`src/hdl/ext_bus_cs_pkg.sv`:
```
// Purpose: shared constants and types of the chip-select and ALE control
// Assumes: sys_clk at 40 MHz, one sys_clk is half a CPU clock
// Notes:   config word per window, window word per programmable window
package ext_bus_cs_pkg;

	localparam int N_CS        = 5;
	localparam int N_WIN       = 4;
	localparam int ADDR_W      = 24;
	localparam int CNT_W       = 6;

	// two-bit strap encodings for the number of chip select lines
	localparam logic [1:0] STRAP_FIVE  = 2'h3;
	localparam logic [1:0] STRAP_NONE  = 2'h2;
	localparam logic [1:0] STRAP_TWO   = 2'h1;
	localparam logic [1:0] STRAP_THREE = 2'h0;
	localparam logic [4:0] LINES_FIVE  = 5'h1F;
	localparam logic [4:0] LINES_NONE  = 5'h00;
	localparam logic [4:0] LINES_TWO   = 5'h03;
	localparam logic [4:0] LINES_THREE = 5'h07;

	// bus_config_reg layout
	localparam int CFG_W        = 10;
	localparam int CFG_RDEN_BIT = 0;  // cs_read_enable
	localparam int CFG_WREN_BIT = 1;  // cs_write_enable
	localparam int CFG_ALE_BIT  = 2;  // ale_stretch
	localparam int CFG_TRI_BIT  = 3;  // 1: insert tri-state wait state
	localparam int CFG_RWD_BIT  = 4;  // 1: delay command half a CPU clock
	localparam int CFG_RDY_BIT  = 5;  // 1: cycle ended by ready_n
	localparam int CFG_WS_LSB   = 6;  // four-bit wait state count
	localparam int CFG_WS_W     = 4;
	localparam logic [CFG_W-1:0] CFG0_RESET = 10'h3DC;
	localparam logic [CFG_W-1:0] CFGX_RESET = 10'h3D8;

	// addr_window_reg layout: compare acc_addr[23:12] under a mask
	localparam int WIN_W        = 25;
	localparam int WIN_BASE_LSB = 0;
	localparam int WIN_MASK_LSB = 12;
	localparam int WIN_FLD_W    = 12;
	localparam int WIN_EN_BIT   = 24;
	localparam int WIN_ADDR_LSB = 12;
	localparam logic [WIN_W-1:0] WIN_RESET = 25'h0000000;

	// timing: half a CPU clock and its count of sys_clk cycles
	localparam int HALF_CPU_NS  = 25;
	localparam int SYS_CLK_MHZ  = 40;
	localparam int HALF_CPU_RAW = (HALF_CPU_NS * SYS_CLK_MHZ + 999) / 1000;
	localparam int HALF_CPU_CYC = (HALF_CPU_RAW < 1) ? 1 : HALF_CPU_RAW;
	localparam int CPU_CLK_CYC  = 2 * HALF_CPU_CYC;

	typedef enum logic [2:0] {
		ST_IDLE,
		ST_ALE,
		ST_HOLD,
		ST_RWD,
		ST_CMD,
		ST_RDY,
		ST_TRI
	} phase_t;

endpackage : ext_bus_cs_pkg

```
`src/hdl/ext_bus_chip_select_ale_ctrl.sv`:
```
// Purpose: chip select generation and bus cycle phasing with ALE stretch
// Assumes: all inputs synchronous to sys_clk; ready_n already synchronised
// Notes:   one sys_clk is half a CPU clock; config loaded by write strobes
`timescale 1ns/10ps
module ext_bus_chip_select_ale_ctrl (
	input  wire logic                                sys_clk,
	input  wire logic                                rstn,
	input  wire logic [1:0]                          cs_count_select,
	input  wire logic                                single_chip,
	input  wire logic [ext_bus_cs_pkg::N_CS-1:0]     cfg_we,
	input  wire logic [ext_bus_cs_pkg::CFG_W-1:0]    cfg_wdata,
	input  wire logic [ext_bus_cs_pkg::N_WIN-1:0]    win_we,
	input  wire logic [ext_bus_cs_pkg::WIN_W-1:0]    win_wdata,
	input  wire logic [ext_bus_cs_pkg::N_CS-1:0]     cs_open_drain,
	input  wire logic                                bus_hold_ack,
	input  wire logic                                acc_start,
	input  wire logic [ext_bus_cs_pkg::ADDR_W-1:0]   acc_addr,
	input  wire logic                                acc_write,
	input  wire logic [1:0]                          acc_be,
	input  wire logic                                acc_internal,
	input  wire logic                                ready_n,
	output logic                                     acc_busy,
	output logic                                     acc_done,
	output logic                                     ale,
	output logic                                     read_strobe,
	output logic                                     write_low_strobe,
	output logic                                     write_high_strobe,
	output logic [ext_bus_cs_pkg::N_CS-1:0]          chip_select_n,
	output logic [ext_bus_cs_pkg::N_CS-1:0]          chip_select_oe_n,
	output logic [ext_bus_cs_pkg::N_CS-1:0]          chip_select_pullup,
	output logic [ext_bus_cs_pkg::N_CS-1:0]          cs_lines_active,
	output logic [2:0]                               cur_window
);
	import ext_bus_cs_pkg::*;

	////////////////////////////////////////////////////////////////////////
	// configuration storage

	logic [CFG_W-1:0]  bus_config_reg  [0:N_CS-1];
	logic [WIN_W-1:0]  addr_window_reg [0:N_WIN-1];
	logic [N_WIN-1:0]  win_hit;

	genvar gi;
	generate
		// per-window timing and mode; window 0 starts slowest
		for (gi = 0; gi < N_CS; gi++) begin : g_cfg
			always_ff @(posedge sys_clk) begin
				if (!rstn)
					bus_config_reg[gi] <= (gi == 0) ? CFG0_RESET
					                                : CFGX_RESET;
				else if (cfg_we[gi])
					bus_config_reg[gi] <= cfg_wdata;
			end
		end
		// address windows 1..4 with masked compare on the upper bits
		for (gi = 0; gi < N_WIN; gi++) begin : g_win
			always_ff @(posedge sys_clk) begin
				if (!rstn)
					addr_window_reg[gi] <= WIN_RESET;
				else if (win_we[gi])
					addr_window_reg[gi] <= win_wdata;
			end
			assign win_hit[gi] = addr_window_reg[gi][WIN_EN_BIT] &&
				((acc_addr[WIN_ADDR_LSB +: WIN_FLD_W] ^
				  addr_window_reg[gi][WIN_BASE_LSB +: WIN_FLD_W]) &
				 addr_window_reg[gi][WIN_MASK_LSB +: WIN_FLD_W]) == '0;
		end
	endgenerate

	// lowest numbered hit wins; a miss falls back on config zero
	logic [2:0] hit_index;
	assign hit_index = win_hit[0] ? 3'h1 :
	                   win_hit[1] ? 3'h2 :
	                   win_hit[2] ? 3'h3 :
	                   win_hit[3] ? 3'h4 : 3'h0;

	////////////////////////////////////////////////////////////////////////
	// strap latch: taken one clock after release, never under reset

	logic [1:0]      cs_sel_reg;
	logic            strap_done_reg;
	logic [N_CS-1:0] lines_live;
	logic [N_CS-1:0] lines_mask;

	always_ff @(posedge sys_clk) begin
		if (!rstn) begin
			strap_done_reg <= 1'b0;
			cs_sel_reg     <= STRAP_FIVE;
		end else if (!strap_done_reg) begin
			strap_done_reg <= 1'b1;
			cs_sel_reg     <= cs_count_select;
		end
	end

	// decode of the strap into enabled lines, live pin and latched copy
	function automatic logic [N_CS-1:0] lines_of(input logic [1:0] sel);
		case (sel)
			STRAP_FIVE: lines_of = LINES_FIVE;
			STRAP_NONE: lines_of = LINES_NONE;
			STRAP_TWO:  lines_of = LINES_TWO;
			default:    lines_of = LINES_THREE;
		endcase
	endfunction : lines_of

	assign lines_live      = lines_of(cs_count_select);
	assign lines_mask      = strap_done_reg ? lines_of(cs_sel_reg)
	                                        : lines_live;
	assign cs_lines_active = lines_mask;

	////////////////////////////////////////////////////////////////////////
	// bus cycle phases

	phase_t           state_reg, state_next;
	logic [CNT_W-1:0] cnt_reg, cnt_next;
	logic [CFG_W-1:0] cfg_cur_reg, cfg_use;
	logic [2:0]       win_reg;
	logic             wr_reg;
	logic [1:0]       be_reg;
	logic             ext_start, int_start, phase_end;

	// internal or single-chip accesses never open an external cycle
	assign ext_start = acc_start && (state_reg == ST_IDLE) &&
	                   !acc_internal && !single_chip;
	assign int_start = acc_start && (state_reg == ST_IDLE) &&
	                   (acc_internal || single_chip);
	assign cfg_use   = (state_reg == ST_IDLE) ? bus_config_reg[hit_index]
	                                          : cfg_cur_reg;
	assign phase_end = (cnt_reg == '0);

	// length of a phase in sys_clk cycles; zero means skipped
	function automatic logic [CNT_W-1:0] phase_len(input phase_t p,
	                                            input logic [CFG_W-1:0] c);
		logic [CFG_WS_W-1:0] ws;
		ws = c[CFG_WS_LSB +: CFG_WS_W];
		if (c[CFG_RDY_BIT])
			ws[CFG_WS_W-1] = 1'b0;
		case (p)
			ST_ALE:  phase_len = CNT_W'(CPU_CLK_CYC +
			             (c[CFG_ALE_BIT] ? HALF_CPU_CYC : 0));
			ST_HOLD: phase_len = c[CFG_ALE_BIT] ? CNT_W'(HALF_CPU_CYC)
			                                    : '0;
			ST_RWD:  phase_len = c[CFG_RWD_BIT] ? CNT_W'(HALF_CPU_CYC)
			                                    : '0;
			ST_CMD:  phase_len = CNT_W'(CPU_CLK_CYC * (1 + int'(ws)));
			ST_RDY:  phase_len = c[CFG_RDY_BIT] ? CNT_W'(1) : '0;
			ST_TRI:  phase_len = c[CFG_TRI_BIT] ? CNT_W'(CPU_CLK_CYC)
			                                    : '0;
			default: phase_len = '0;
		endcase
	endfunction : phase_len

	// successor phase, skipping those of zero length
	function automatic phase_t phase_after(input phase_t p,
	                                       input logic [CFG_W-1:0] c);
		phase_t q;
		q = p;
		for (int k = 0; k < 6; k++) begin
			case (q)
				ST_ALE:  q = ST_HOLD;
				ST_HOLD: q = ST_RWD;
				ST_RWD:  q = ST_CMD;
				ST_CMD:  q = ST_RDY;
				ST_RDY:  q = ST_TRI;
				default: q = ST_IDLE;
			endcase
			if (q == ST_IDLE || phase_len(q, c) != '0)
				break;
		end
		phase_after = q;
	endfunction : phase_after

	// the ready phase holds until ready_n is seen low
	always_comb begin
		state_next = state_reg;
		cnt_next   = cnt_reg;
		case (state_reg)
			ST_IDLE: begin
				if (ext_start) begin
					state_next = ST_ALE;
					cnt_next   = phase_len(ST_ALE, cfg_use) - CNT_W'(1);
				end
			end
			ST_RDY: begin
				if (!ready_n) begin
					state_next = phase_after(ST_RDY, cfg_use);
					cnt_next   = phase_len(state_next, cfg_use) - CNT_W'(1);
				end
			end
			default: begin
				if (phase_end) begin
					state_next = phase_after(state_reg, cfg_use);
					cnt_next   = phase_len(state_next, cfg_use) - CNT_W'(1);
				end else
					cnt_next = cnt_reg - CNT_W'(1);
			end
		endcase
	end

	// state register and per-cycle capture of window and direction
	always_ff @(posedge sys_clk) begin
		if (!rstn) begin
			state_reg   <= ST_IDLE;
			cnt_reg     <= '0;
			cfg_cur_reg <= CFG0_RESET;
			win_reg     <= 3'h0;
			wr_reg      <= 1'b0;
			be_reg      <= 2'h0;
		end else begin
			state_reg <= state_next;
			cnt_reg   <= cnt_next;
			if (ext_start) begin
				cfg_cur_reg <= bus_config_reg[hit_index];
				win_reg     <= hit_index;
				wr_reg      <= acc_write;
				be_reg      <= acc_be;
			end
		end
	end

	////////////////////////////////////////////////////////////////////////
	// strobes and chip selects from flip-flops; pad enables and pullups combinational

	logic ale_next, cmd_next, ale_fall;
	assign ale_next = (state_next == ST_ALE);
	assign cmd_next = (state_next == ST_CMD) || (state_next == ST_RDY);
	assign ale_fall = (state_reg == ST_ALE) && !ale_next;
	assign acc_busy = (state_reg != ST_IDLE);

	logic [N_CS-1:0] cs_n_next;
	generate
		// address mode swaps at the ALE fall, command modes track strobes
		for (gi = 0; gi < N_CS; gi++) begin : g_cs
			logic rd_en, wr_en, is_mine, cmd_hit;
			assign rd_en   = bus_config_reg[gi][CFG_RDEN_BIT];
			assign wr_en   = bus_config_reg[gi][CFG_WREN_BIT];
			assign is_mine = (win_reg == 3'(gi));
			assign cmd_hit = cmd_next && is_mine &&
			                 ((wr_reg && wr_en) || (!wr_reg && rd_en));
			assign cs_n_next[gi] = !lines_mask[gi] ? 1'b1 :
				(rd_en || wr_en) ? !cmd_hit :
				ale_fall ? !is_mine :
				chip_select_n[gi];
		end
	endgenerate

	always_ff @(posedge sys_clk) begin
		if (!rstn) begin
			ale               <= 1'b0;
			read_strobe       <= 1'b0;
			write_low_strobe  <= 1'b0;
			write_high_strobe <= 1'b0;
			acc_done          <= 1'b0;
			cur_window        <= 3'h0;
			chip_select_n     <= '1;
		end else begin
			ale               <= ale_next;
			read_strobe       <= cmd_next && !wr_reg;
			write_low_strobe  <= cmd_next && wr_reg && be_reg[0];
			write_high_strobe <= cmd_next && wr_reg && be_reg[1];
			acc_done          <= int_start || (acc_busy &&
			                     state_next == ST_IDLE);
			cur_window        <= win_reg;
			chip_select_n     <= cs_n_next;
		end
	end

	// pad control: pullups in reset and hold, drive only enabled lines
	assign chip_select_pullup = !rstn ? lines_live :
		bus_hold_ack ? (lines_mask & ~cs_open_drain) : '0;
	assign chip_select_oe_n   = (!rstn || bus_hold_ack) ? '1 :
	                            ~lines_mask;

	////////////////////////////////////////////////////////////////////////
	// checks

	chk_ale_plain_len: assert property (@(posedge sys_clk) disable iff (!rstn)
		$rose(ale) && !cfg_cur_reg[CFG_ALE_BIT] |-> ale[*2] ##1 !ale)
		else $error("ALE length wrong without stretch");

	chk_ale_stretch_len: assert property (@(posedge sys_clk)
		disable iff (!rstn)
		$rose(ale) && cfg_cur_reg[CFG_ALE_BIT] |-> ale[*3] ##1 !ale)
		else $error("stretched ALE length wrong");

	chk_addr_cs_fall: assert property (@(posedge sys_clk) disable iff (!rstn)
		$fell(ale) && lines_mask[win_reg] &&
		bus_config_reg[win_reg][CFG_WREN_BIT +: 1] == 1'b0 &&
		!bus_config_reg[win_reg][CFG_RDEN_BIT]
		|-> !chip_select_n[win_reg])
		else $error("address select not low after ALE fall");

	chk_cmd_cs_strobe: assert property (@(posedge sys_clk) disable iff (!rstn)
		!chip_select_n[0] && (bus_config_reg[0][CFG_RDEN_BIT] ||
		bus_config_reg[0][CFG_WREN_BIT]) && $stable(bus_config_reg[0])
		|-> read_strobe || write_low_strobe || write_high_strobe)
		else $error("command select without strobe");

	chk_internal_quiet: assert property (@(posedge sys_clk)
		disable iff (!rstn)
		int_start |=> acc_done && !ale && $stable(chip_select_n))
		else $error("internal access touched the bus");

	chk_reset_pullup: assert property (@(posedge sys_clk)
		!rstn |-> chip_select_pullup == lines_live &&
		chip_select_oe_n == '1)
		else $error("pads wrong during reset");

	chk_hold_float: assert property (@(posedge sys_clk) disable iff (!rstn)
		bus_hold_ack |-> chip_select_oe_n == '1 &&
		(chip_select_pullup & cs_open_drain) == '0)
		else $error("pads driven during bus hold");

	chk_cfg_reset_val: assert property (@(posedge sys_clk)
		$past(!rstn) && rstn |-> bus_config_reg[0][CFG_ALE_BIT] &&
		!bus_config_reg[1][CFG_ALE_BIT])
		else $error("ALE stretch reset values wrong");

	chk_unused_lines: assert property (@(posedge sys_clk) disable iff (!rstn)
		!bus_hold_ack |-> (chip_select_oe_n == ~lines_mask) &&
		((~lines_mask & ~chip_select_n) == '0))
		else $error("unselected line not released");

	chk_done_bound: assert property (@(posedge sys_clk) disable iff (!rstn)
		ext_start |-> ##[4:80] acc_done || (state_reg == ST_RDY))
		else $error("external cycle length out of range");

endmodule : ext_bus_chip_select_ale_ctrl

```
`config.mk`:
```
export PLATFORM = sky130hd
export DESIGN_NAME = ext_bus_chip_select_ale_ctrl
export DESIGN_NICKNAME = d
export VERILOG_FILES = /design/src/hdl/ext_bus_cs_pkg.sv /design/src/hdl/ext_bus_chip_select_ale_ctrl.sv
export SDC_FILE = /design/constraint.sdc
export NUM_CORES = 1
export LEC_CHECK = 0
export BUFFER_PORTS_ARGS = -buffer_cell sky130_fd_sc_hd__buf_2
export CAP_MARGIN = 10
export CORE_ASPECT_RATIO = 0.9
export CORE_MARGIN = 3
export CORE_UTILIZATION = 50
export DETAILED_ROUTE_END_ITERATION = 10
export GPL_TIMING_DRIVEN = 0
export PLACE_DENSITY = 0.76
export SETUP_SLACK_MARGIN = 0.3
export SKIP_LAST_GASP = 1
export SLEW_MARGIN = 10
export SYNTH_ARGS = -nofsm -noshare
export SYNTH_HDL_FRONTEND = slang
export SYNTH_SLANG_ARGS = --single-unit
```
`constraint.sdc`:
```
create_clock -name sys_clk -period 6.5 [get_ports sys_clk]
set_input_delay 0.975 -clock sys_clk [delete_from_list [all_inputs] [get_ports sys_clk]]
set_output_delay 0.975 -clock sys_clk [all_outputs]
set_load 0.01 [all_outputs]
```
==> Word-level counts from Yosys, hierarchy flattened <==
Memories as Yosys holds them, arrays and structs flattened.
Index checks and enable logic that the tools add are counted.
{ "totals": {"register_bits": 41, "mem_bits_rw": 150, "inputBits": 85, "out_inout_bits": 29, "word_cells": 548, "mem_count": 2} }
{ "op_classes": {"n_addsub": 15, "eq_ne": 92, "n_mux": 286, "bitwise": 20, "n_reduce_logical": 114} }
{ "mem_list": {"columns": ["name", "depth", "word_bits", "rd", "rd_ports_with_merged_regs", "wr", "line", "rtl"], "rows": [
  ["addr_window_reg", 4, 25, 4, 0, 4, "ext_bus_chip_select_ale_ctrl.sv:40", "logic [WIN_W-1:0] addr_window_reg [0:N_WIN-1];"],
  ["bus_config_reg", 5, 10, 6, 0, 5, "ext_bus_chip_select_ale_ctrl.sv:39", "logic [CFG_W-1:0] bus_config_reg [0:N_CS-1];"]
]} }
{ "op_table": {"columns": ["op", "count"], "rows": [
  ["$pmux 6 s6", 12],
  ["$mux 6", 49],
  ["$mux 3", 61],
  ["$pmux 3 s5", 10],
  ["$mux 1", 134],
  ["$eq 3x3->1 const B", 41],
  ["$mux 25", 4],
  ["$eq 3x2->1 const B", 28],
  ["$mux 10", 6],
  ["$reduce_bool 6->1", 10],
  ["$add 1x4->5 const A", 10],
  ["$and 12x12->12", 4],
  ["$logic_not 12->1", 4],
  ["$xor 12x12->12", 4],
  ["$eq 3x1->1 const B", 15],
  ["$logic_not 3->1", 13],
  ["$logic_and 1x1->1", 34],
  ["$pmux 5 s3", 2],
  ["$logic_or 1x1->1", 24],
  ["$sub 6x1->6 const B", 4],
  ["$mux 5", 4],
  ["$logic_not 1->1", 15],
  ["$pmux 3 s4", 1],
  ["$pmux 6 s2", 1],
  ["other kinds (14)", 37]
]} }

==> Depth between registers and ports, before layout <==
Gate-level depths: netlist (run 1).
An unclocked memory read counts as a cell.
{ "logic_depth": {"depth_word": 111, "ltp_mapped": 29, "depth_no_buf": 26} }

==> Least setup slack after synthesis (run 1) <==
No wires, ideal clock.
{ "synth_timing": {"path_kind": "input to register", "start": "input port acc_addr[14] (netlist bit)", "end": "register cnt_reg[2]", "setup_ns": 0.071, "arrival_ns": 5.422, "t_required_ns": 6.429, "slack_ns": 1.007, "cell_stages": 24, "path_buffers": 2, "path_cell_list": "xor2_1 -> a222oi_1 -> nand3_2 -> or2_1 -> buf_6 -> buf_6 -> o211ai_1 -> o22ai_1 -> a31o_2 -> ha_1 -> and3_1 -> a41oi_1 -> a22oi_1 -> o2111a_1 -> o21ai_0 -> o21ai_0 -> a21boi_0 -> a21boi_0 -> nor4_1 -> a21oi_1 -> inv_1 -> ha_1 -> or3b_1 -> a21oi_1"} }
{ "synth_between": {"elab_chain_cells": 48, "word_cells_on_any_way": 240, "cone_classes": "add/sub: 14; eq/ne: 12; mux: 177; bitwise: 8; reduce/logical: 28; memory: 1"} }
{ "synth_lines": {"columns": ["item", "line", "rtl"], "rows": [
  ["start, declared", "ext_bus_chip_select_ale_ctrl.sv:17", "input wire logic [ext_bus_cs_pkg::ADDR_W-1:0] acc_addr,"],
  ["$xor 12x12->12", "ext_bus_chip_select_ale_ctrl.sv:64", "((acc_addr[WIN_ADDR_LSB +: WIN_FLD_W] ^"],
  ["$and 12x12->12", "ext_bus_chip_select_ale_ctrl.sv:65", "addr_window_reg[gi][WIN_BASE_LSB +: WIN_FLD_W]) &"],
  ["$logic_not 12->1", "ext_bus_chip_select_ale_ctrl.sv:64", null],
  ["$logic_and 1x1->1", "ext_bus_chip_select_ale_ctrl.sv:63", "assign win_hit[gi] = addr_window_reg[gi][WIN_EN_BIT] &&"],
  ["$mux 3", "ext_bus_chip_select_ale_ctrl.sv:75", "win_hit[3] ? 3'h4 : 3'h0;"],
  ["$mux 3", "ext_bus_chip_select_ale_ctrl.sv:74", "win_hit[2] ? 3'h3 :"],
  ["$mux 3", "ext_bus_chip_select_ale_ctrl.sv:73", "win_hit[1] ? 3'h2 :"],
  ["$mux 3 (*)", "ext_bus_chip_select_ale_ctrl.sv:72", "assign hit_index = win_hit[0] ? 3'h1 :"],
  ["[... 32 more ...]", null, null],
  ["$mux 3", "ext_bus_chip_select_ale_ctrl.sv:176", "case (state_reg)"],
  ["$eq 3x3->1, or another cell as far along", "ext_bus_chip_select_ale_ctrl.sv:137", "case (p)"],
  ["$pmux 6 s6", "ext_bus_chip_select_ale_ctrl.sv:137", null],
  ["$mux 6, on equally long branches", "ext_bus_chip_select_ale_ctrl.sv:190, ext_bus_chip_select_ale_ctrl.sv:184", null],
  ["$mux 6", "ext_bus_chip_select_ale_ctrl.sv:176", null],
  ["$sub 6x1->6, on equally long branches", "ext_bus_chip_select_ale_ctrl.sv:192, ext_bus_chip_select_ale_ctrl.sv:186", null],
  ["$mux 6, on equally long branches", "ext_bus_chip_select_ale_ctrl.sv:190, ext_bus_chip_select_ale_ctrl.sv:184", null],
  ["$pmux 6 s2 (*)", "ext_bus_chip_select_ale_ctrl.sv:176", null],
  ["end signal, assigned", "ext_bus_chip_select_ale_ctrl.sv:210", "cnt_reg <= cnt_next;"],
  ["end, declared", "ext_bus_chip_select_ale_ctrl.sv:114", "logic [CNT_W-1:0] cnt_reg, cnt_next;"]
]} }
Mark *: on every way between the ends. The rest lies on a longest branch, timed or not. The select of a mux whose other input is x is not followed.
A chain may end at the register's enable or synchronous reset.

==> Worst setup path in the final report (run 1) <==
{ "layout_timing": {"start": "input port acc_addr[14] (netlist bit)", "end": "register cnt_reg[4]"} }
The elaborated chain is that of the path after synthesis.

==> results of run 1 <==
## Yosys cell counts (10+ instances only)
library cell / instances
dfxtp_1: 39
nor3_1: 12
a31oi_1: 10
a21oi_1: 28
edfxtp_1: 150
inv_1: 25
a22oi_1: 18
xor2_1: 49
nand3_1: 21
o211ai_1: 18
o21ai_0: 31
clkbuf_1: 41
nor2_1: 59
nand2_1: 72
nand2b_1: 17
or2_2: 36
and2_1: 11
ha_1: 10
and3_1: 128
## final cells by class
| type | instances | area (µm²) | area share, % |
|---|---|---|---|
| Buffer | 54 | 263 | 2.26 |
| Clock buffer | 17 | 425 | 3.66 |
| Clock inverter | 15 | 179 | 1.54 |
| Inverter | 25 | 93.8 | 0.808 |
| Multi-Input combinational cell | 669 | 4460 | 38.4 |
| Sequential cell | 189 | 5290 | 45.5 |
| Tap cell | 250 | 313 | 2.69 |
| Timing Repair Buffer | 113 | 596 | 5.13 |
## critical path: cells and delay by family
kind / cells / cell delay (ns)
buf+inv: 4 / 0.55
simple gates: 9 / 1.96
xor+xnor: 2 / 0.35
fa+ha+maj: 2 / 0.43
compound gates: 10 / 2.01
## logic make-up after synthesis
logic type / count (synthesis) / synth area share, %
AO/OA/AOI/OAI: 190 / 14.1
XOR/XNOR: 50 / 4.38
adder cells (fa/ha/maj): 10 / 1.25
buffers and inverters: 79 / 3.51
flip-flops: 189 / 52.8
multiplexers: 16 / 1.69
AND/OR/NAND/NOR: 403 / 22.3
## through the flow
stage                     area [µm²]  total power [µW]  std cells  hold WS, ns  setup slack, ns
final                          11600              3000       1332        0.461            0.519
after CTS                      11400              2960       1320        0.459            0.333
after global routing           11600              3100       1332        0.478            0.252
after global placement         10800              1900       1288        0.438           -0.241
after floorplan                10000              1740        937        0.432             1.01
after detailed placement       10800              1910       1288        0.448           -0.259
## metal layers
| layer | global-route usage (%) | vias up | part of all wire, % |
|---|---|---|---|
| met5 | 0.454 | - | 0 |
| met3 | 5.93 | 46 | 10 |
| li1 | - | 3777 | - |
| met1 | 41.2 | 3975 | 45 |
| met2 | 37.0 | 460 | 44 |
| met4 | 5.76 | 0 | 1.8 |
## path summary, 6_finish.rpt
kind	to	startpoint
worst min register to register	be_reg[0]$_SDFFE_PN0P_	be_reg[0]$_SDFFE_PN0P_
worst min-delay path	be_reg[0]$_SDFFE_PN0P_	be_reg[0]$_SDFFE_PN0P_
worst max-delay path	cnt_reg[4]$_SDFFE_PN0P_	acc_addr[14]
worst max register to register	cnt_reg[4]$_SDFFE_PN0P_	addr_window_reg[1][2]$_SDFFCE_PN0P_
## power by group
group          switching (µW)  total [µW]  internal (µW)
sequential               38.0        1440           1400
clock                     539        1060            526
combinational             309         495            186
total                     886        3000           2110
## repair_timing
item	CTS	global route
gates resized for setup	2	31
setup endpoints to repair	3	10
pin swaps	0	8
setup buffers	0	12
==> impl_metrics.json, run 1 <==
{
  "synth_fp_nets": 1032,
  "finalCritPeriodShare_pct": 92.0,
  "final_nets": 1164,
  "grt_max_degree": 26,
  "cts_buffer_depth": 2,
  "seq_area_frac_synth_pct": 52.8,
  "synth_cell_types": 85,
  "grt-ovfl-total": 0,
  "ctsHtreeMaxLevel": 4,
  "critical_path_peak_fanout": 10,
  "cp.required_ns": 6.83,
  "hold_viol": 0,
  "synthTopCellsByArea": "edfxtp_1, and3_1, dfxtp_1",
  "clock_latency_ns": 0.44,
  "dp_hpwl_um": 20500,
  "postSynthCellCount": 937,
  "fin_skew_ns": 0.0115,
  "drv_cap": 0,
  "start_util_pct": 51.6,
  "fin_crit_ns": 5.98,
  "final_cell_mix": "edfxtp_1, and3_1, buf_2",
  "drtIter0Drc": 1017,
  "dr.pass1.iters": 6,
  "vias": 8258,
  "rsz0062_at_grt": "no",
  "tritoncts": "built",
  "drtAntennaViolNets": 0,
  "cp-end-kind": "flop",
  "n_fill_cell": 1593,
  "status": "finished clean",
  "drc": 0,
  "critical_path_class": "in -> reg",
  "largest_reg_flops": 100,
  "grt_pass1_wl_um": 44100,
  "final_max_slew_viol_count": 0,
  "synthFlopType": "edfxtp_1",
  "synth-seq-cells": 189,
  "synth_area_per_cell_um2": 10.7,
  "layout-drive-gt1-share_pct": 22.9,
  "layout_commonest_cell": "edfxtp_1",
  "holdBufCountCts": 0,
  "fin_setup_tns_ns": 0,
  "powerDensity_nw_per_um2": 258,
  "cts_inserted_buffers": 17,
  "regToRegSetupSlack_ns": 0.82,
  "yosys.area.top_type_share_pct": 45.0,
  "crit_path_max_incr_delay_ns": 0.49,
  "dieArea_um2": 21700,
  "yosysWarnings": 0,
  "hold_path.class": "reg -> reg",
  "synth.cell_area_um2": 10000,
  "ir_drop_mv": 0.198,
  "portBuffers": 101,
  "antenna_found_initial": 0,
  "fmax_mhz": 167,
  "synth_area_leader_cell": "edfxtp_1",
  "p_leak_uw": 0.00493,
  "hold_depth": 2,
  "r2r_cells": 26,
  "placementRows": 48,
  "cts.clk_slew.worst_paths_ns": 0.08,
  "syn_to_final_growth_pct": 16.1,
  "clock-sinks": 189,
  "drt-total-wl_um": 28600,
  "setup_viol_count_final": 0,
  "grt_pass1_vias": 7654,
  "grt_usage_pct": 26.2,
  "cp.arrival_ns": 6.31,
  "cp_slowest_cell": "or4b_4",
  "clockRootBuffer": "clkbuf_16",
  "relSlewSlack_pct": 32.7,
  "synthArstFlopShare_pct": 0,
  "viasPerCell": 6.20,
  "synth_edf_count": 150,
  "diodes": 0,
  "die_w_um": 155,
  "wire_per_inst_um": 21.5,
  "cp-start-kind": "input pin",
  "tightestPinTransition_ns": 1.00,
  "gp_congestion": 0.909,
  "fin_util_pct": 59.9,
  "ios": 114,
  "die_h_um": 140,
  "core_area_um2": 19400
}
No activity file was read; power rests on OpenSTA's default activity.
==> inputs of run 2 (changes only) <==
- CORE_UTILIZATION: 50 -> 35
- CTS_BUF_LIST: unset -> sky130_fd_sc_hd__clkbuf_8 sky130_fd_sc_hd__clkbuf_16
- PLACE_DENSITY: 0.76 -> 0.58
- SLEW_MARGIN: 10 -> 40
==> run 2 against run 1 <==
Against the previous run: clock power is essentially flat; clock skew grew 0.0099 ns; worst hold slack lost 0.0075 ns; global-route usage down 6.8 points; routed wire length rose by 5.3%; maximum frequency up 0.86%; utilization fell by 18 points; register-to-register slack got worse by 0.03 ns; count of clock-buffer cells in the layout did not move; design area grew 0.83%; sequential power is essentially flat; worst setup slack improved by 0.051 ns; largest power group unchanged.
==> impl_metrics.json, run 2 (same netlist as run 1, synthesis figures left out) <==
{
  "status": "finished clean",
  "grt_pass1_wl_um": 45700,
  "drc": 0,
  "final_cell_mix": "edfxtp_1, and3_1, buf_2",
  "cp-end-kind": "flop",
  "power.total_uw": 3010,
  "drv_cap": 0,
  "ctsHtreeMaxLevel": 4,
  "critical_path_class": "in -> reg",
  "hold_path.class": "reg -> reg",
  "holdBufCountCts": 0,
  "core_area_um2": 28000,
  "dp_hpwl_um": 22200,
  "dieArea_um2": 30600,
  "cp.required_ns": 6.81,
  "grt-ovfl-total": 0,
  "syn_to_final_growth_pct": 17.1,
  "fmax_mhz": 169,
  "fin_skew_ns": 0.0214,
  "largest_reg_flops": 100,
  "rsz0062_at_grt": "no",
  "clockRootBuffer": "clkbuf_16",
  "portBuffers": 101,
  "viasPerCell": 5.66,
  "setup_viol_count_final": 0,
  "placementRows": 58,
  "finalCritPeriodShare_pct": 91.2,
  "setup_ws_ns": 0.570,
  "relSlewSlack_pct": 48.9,
  "antenna_found_initial": 0,
  "vias": 8132,
  "dp_slack_ns": -0.121,
  "critical_path_peak_fanout": 10,
  "cts_buffer_depth": 2,
  "layout-drive-gt1-share_pct": 21.3,
  "final_max_slew_viol_count": 0,
  "final_nets": 1160,
  "powerDensity_nw_per_um2": 257,
  "grt_max_degree": 26,
  "hold_viol": 0,
  "gp_congestion": 0.875,
  "die_h_um": 166,
  "multi_input_area_um2": 4430,
  "n_fill_cell": 2736,
  "ios": 114,
  "grt_pass1_vias": 7760,
  "p_leak_uw": 0.00490,
  "start_util_pct": 35.7,
  "cp.arrival_ns": 6.24,
  "die_w_um": 184,
  "tritoncts": "built",
  "hold_slack_ns": 0.453,
  "layout_commonest_cell": "edfxtp_1",
  "dr.pass1.iters": 5,
  "drt-total-wl_um": 30100,
  "clock_latency_ns": 0.46,
  "tightestPinTransition_ns": 0.767,
  "drtIter0Drc": 812,
  "diodes": 0,
  "clock-sinks": 189,
  "ir_drop_mv": 0.156,
  "drtAntennaViolNets": 0,
  "wire_per_inst_um": 20.9,
  "cts_inserted_buffers": 17,
  "cts.clk_slew.worst_paths_ns": 0.07,
  "cp-start-kind": "input pin",
  "grt_usage_pct": 19.4,
  "fin_setup_tns_ns": 0,
  "fin_crit_ns": 5.93,
  "seqCellArea_um2": 5290
}
-- run 2: final cells by class --
class                   count  share of cell area, %
well taps                 360                   3.85
clock buffers              17                   3.63
repair buffers            109                   4.83
plain buffers              54                   2.20
clock inverters            15                   1.75
flip-flops and latches    189                   45.1
multi-input cells         669                   37.8
inverters                  25                  0.801
-- run 2: final timing paths --
check | slack, ns | from | endpoint | depth (start not counted)
setup / recovery | 0.57 | acc_addr[12] | chip_select_n[4]$_SDFFE_PN1P_ | 22
hold / removal | 0.45 | be_reg[0]$_SDFFE_PN0P_ | be_reg[0]$_SDFFE_PN0P_ | 2
setup reg to reg | 0.79 | state_reg[0]$_SDFF_PN0_ | cnt_reg[4]$_SDFFE_PN0P_ | 27
hold reg to reg | 0.45 | be_reg[0]$_SDFFE_PN0P_ | be_reg[0]$_SDFFE_PN0P_ | 2
-- run 2: per-layer routing --
layer	track usage (%)	vias to the layer above	routed length, µm
met5	0	-	0
met4	5.55	0	576
met3	3.22	44	1710
met2	28.5	293	13100
met1	29.5	4012	14800
li1	-	3783	-
-- run 2: stage by stage --
step	std cells	cell area [µm²]	util [%]
CTS	1430	11600	41.4
global route	1438	11700	41.8
global placement	1398	11000	39.1
detailed placement	1398	11000	39.2
finish	1438	11700	41.8
floorplan	937	10000	-
-- run 2: worst max-delay path: stages --
cell and delay (ns):
buf_2 0.14, xor2_1 0.18, a222oi_1 0.39, nand3_2 0.18, or2_1 0.26, buf_6 0.15, buf_4 0.18, a31oi_1 0.29
o211ai_1 0.19, and2_1 0.19, ha_1 0.21, and4b_1 0.36, o2111ai_2 0.22, a21o_1 0.23, or4b_4 0.49, o22ai_4 0.25
buf_4 0.18, o221ai_2 0.12, a21oi_2 0.38, a21oi_1 0.13, a2111oi_0 0.45, a31oi_1 0.07
-- run 2: timing repair --
| item | in CTS | in global routing |
|---|---|---|
| setup endpoints to repair | 2 | 9 |
| buffers inserted | 0 | 8 |
| pin swaps | 0 | 7 |
| resized for setup | 1 | 14 |
| cloned | 0 | 0 |
-- run 2: where the power goes --
part	leakage, µW	switching, µW	internal [µW]
Combinational	0.00271	306	176
Clock	0.000300	556	534
Sequential	0.00189	36.5	1400
Total	0.00490	898	2110
==> inputs of run 3 (changes only) <==
- RECOVER_POWER: unset -> 100
==> run 3 against run 2 <==
Against the previous run: design area shrank 0.52%; critical path depth did not move; clock power hardly changed; combinational power is 1% lower; worst hold slack gained 0.00062 ns; routed wire length about the same.
==> impl_metrics.json, run 3 (same netlist as run 1, synthesis figures left out) <==
{
  "final_cell_mix": "edfxtp_1, and3_1, buf_2",
  "layout_commonest_cell": "edfxtp_1",
  "grt-ovfl-total": 0,
  "critical_path_class": "in -> reg",
  "regToRegSetupSlack_ns": 0.64,
  "dieArea_um2": 30600,
  "drtAntennaViolNets": 0,
  "fin_util_pct": 41.6,
  "final_nets": 1160,
  "clock-sinks": 189,
  "clockRootBuffer": "clkbuf_16",
  "relSlewSlack_pct": 7.31,
  "tritoncts": "built",
  "fin_crit_ns": 5.99,
  "setup_viol_count_final": 0,
  "gp_congestion": 0.875,
  "hold_path.class": "reg -> reg",
  "fin_skew_ns": 0.0232,
  "crit_family": "compound AO/OA/AOI/OAI gates",
  "vias": 8166,
  "critical_path_peak_fanout": 10,
  "worstReg2RegEnd": "cnt_reg[2]$_SDFFE_PN0P_",
  "placementRows": 58,
  "ir_drop_mv": 0.155,
  "grt_usage_pct": 19.4,
  "cp.required_ns": 6.81,
  "drv_cap": 0,
  "drc": 0,
  "antenna_found_initial": 0,
  "cp_slowest_cell": "or4b_4",
  "cp-end-kind": "flop",
  "grt_max_degree": 26,
  "r2r_start": "state_reg[2]$_SDFF_PN0_",
  "diodes": 0,
  "ctsHtreeMaxLevel": 4,
  "min_from": "be_reg[0]$_SDFFE_PN0P_",
  "r2r_cells": 24,
  "dp_hpwl_um": 22200,
  "drtIter0Drc": 838,
  "syn_to_final_growth_pct": 16.4,
  "die_h_um": 166,
  "rsz0062_at_grt": "no",
  "dr.pass1.iters": 5,
  "finalCritPeriodShare_pct": 92.1,
  "fmax_mhz": 167,
  "dpl_cell_area_um2": 11000,
  "final_cell_count_no_fill": 1438,
  "p_leak_uw": 0.00481,
  "die_w_um": 184,
  "start_util_pct": 35.7,
  "drt-total-wl_um": 30100,
  "core_area_um2": 28000,
  "holdBufCountCts": 0,
  "worstHoldEndpoint": "be_reg[0]$_SDFFE_PN0P_",
  "final_max_slew_viol_count": 0,
  "cp.arrival_ns": 6.30,
  "dp.cells": 1398,
  "tightestPinTransition_ns": 1.39,
  "crit_path_max_incr_delay_ns": 0.49,
  "fin_area_um2": 11600,
  "cp_cell_sequence": "buf_2, xor2_1, a222oi_1, nand3_2, or2_0, buf_6, buf_4, a31oi_1, o211ai_1, and2_1, ha_1, and4b_1, o2111ai_1, a21o_1, or4b_4, o22ai_4, buf_4, o221ai_2, a21oi_2, a21oi_1, a2111oi_0, a31oi_1",
  "ios": 114,
  "status": "finished clean",
  "dp_slack_ns": -0.121,
  "critical_path_buf_inv_count": 4,
  "setup_ws_ns": 0.513,
  "cts_inserted_buffers": 17,
  "clock_latency_ns": 0.46,
  "cts.clk_slew.worst_paths_ns": 0.07,
  "grt_pass1_wl_um": 45700,
  "portBuffers": 101,
  "hold_depth": 2,
  "largest_reg_flops": 100,
  "layout-drive-gt1-share_pct": 17.9,
  "cts_buffer_depth": 2,
  "viasPerCell": 5.68,
  "hold_slack_ns": 0.454,
  "grt_pass1_vias": 7760,
  "cp-start-kind": "input pin",
  "wire_per_inst_um": 20.9,
  "hold_viol": 0,
  "powerDensity_nw_per_um2": 258
}
==> run 3: cell count changes in the layout (fill, tap and decap cells not counted), sizes merged <==
cell    delta
buf       -31
clkbuf    +31
==> run 3: how the worst max path moves through the flow <==
stage	end	cells after the start	startpoint	slack, ns
2_1_floorplan	cnt_reg[2]$_SDFFE_PN0P_	24	acc_addr[14]	1.01
3_3_place_gp	cnt_reg[1]$_SDFFE_PN0P_	28	acc_addr[14]	-0.24
3_5_place_dp	cnt_reg[2]$_SDFFE_PN0P_	25	acc_addr[14]	-0.12
4_1_cts	cnt_reg[2]$_SDFFE_PN0P_	23	acc_addr[12]	0.35
5_1_grt	cnt_reg[4]$_SDFFE_PN0P_	26	state_reg[2]$_SDFF_PN0_	0.13
6_report	chip_select_n[4]$_SDFFE_PN1P_	22	acc_addr[12]	0.51
==> run 3: worst register-to-register path, cell delays in order (launching register included) <==
cell and delay, ns:
dfxtp_1 0.31, clkbuf_1 0.25, clkbuf_1 0.40, nor2b_1 0.15, nand2_1 0.21, nand2_1 0.11, inv_1 0.11, ha_1 0.28
nand2b_1 0.13, a311o_1 0.38, a21oi_1 0.50, a222oi_1 0.23, o311ai_0 0.32, a21o_1 0.18, nand3_1 0.09, o32a_1 0.33
o211ai_1 0.26, and2_0 0.20, and4bb_2 0.23, nor4_1 0.04, a21oi_1 0.22, inv_1 0.13, ha_1 0.24, or3b_1 0.35
a21oi_1 0.13
==> run 3: what timing repair did <==
item / in CTS / in global routing
endpoints found under the setup margin: 2 / 9
gates resized for setup: 1 / 14
setup buffers: 0 / 8
pin swaps: 0 / 7
==> run 3: routing by layer <==
layer  vias up  GRT usage (%)  wire, µm
met5         -              0         0
met4         0           5.55       623
met3        45           3.22      1910
met2       327           28.5     13000
met1      4021           29.5     14600
li1       3773              -         -
==> run 3: where the power goes <==
group | leakage (µW) | internal (µW) | switching (µW)
Combinational | 0.00263 | 173 | 304
Clock | 0.000300 | 535 | 558
Sequential | 0.00189 | 1400 | 36.5
Total | 0.00481 | 2110 | 898
==> run 3: area by class of cell <==
class                           count  area (µm²)
Multi-Input combinational cell    669        4400
Clock inverter                     15         205
Tap cell                          360         450
Inverter                           25        93.8
Fill cell                        2752       16400
Clock buffer                       17         425
Buffer                             54         256
Timing Repair Buffer              109         531
Sequential cell                   189        5290
==> run 3: metrics by stage <==
step | total power, µW | TNS (ns)
2_1_floorplan | 1740 | 0
3_3_place_gp | 1910 | -0.611
3_5_place_dp | 1920 | -0.299
4_1_cts | 3000 | 0
5_1_grt | 3110 | 0
6_report | 3000 | 0
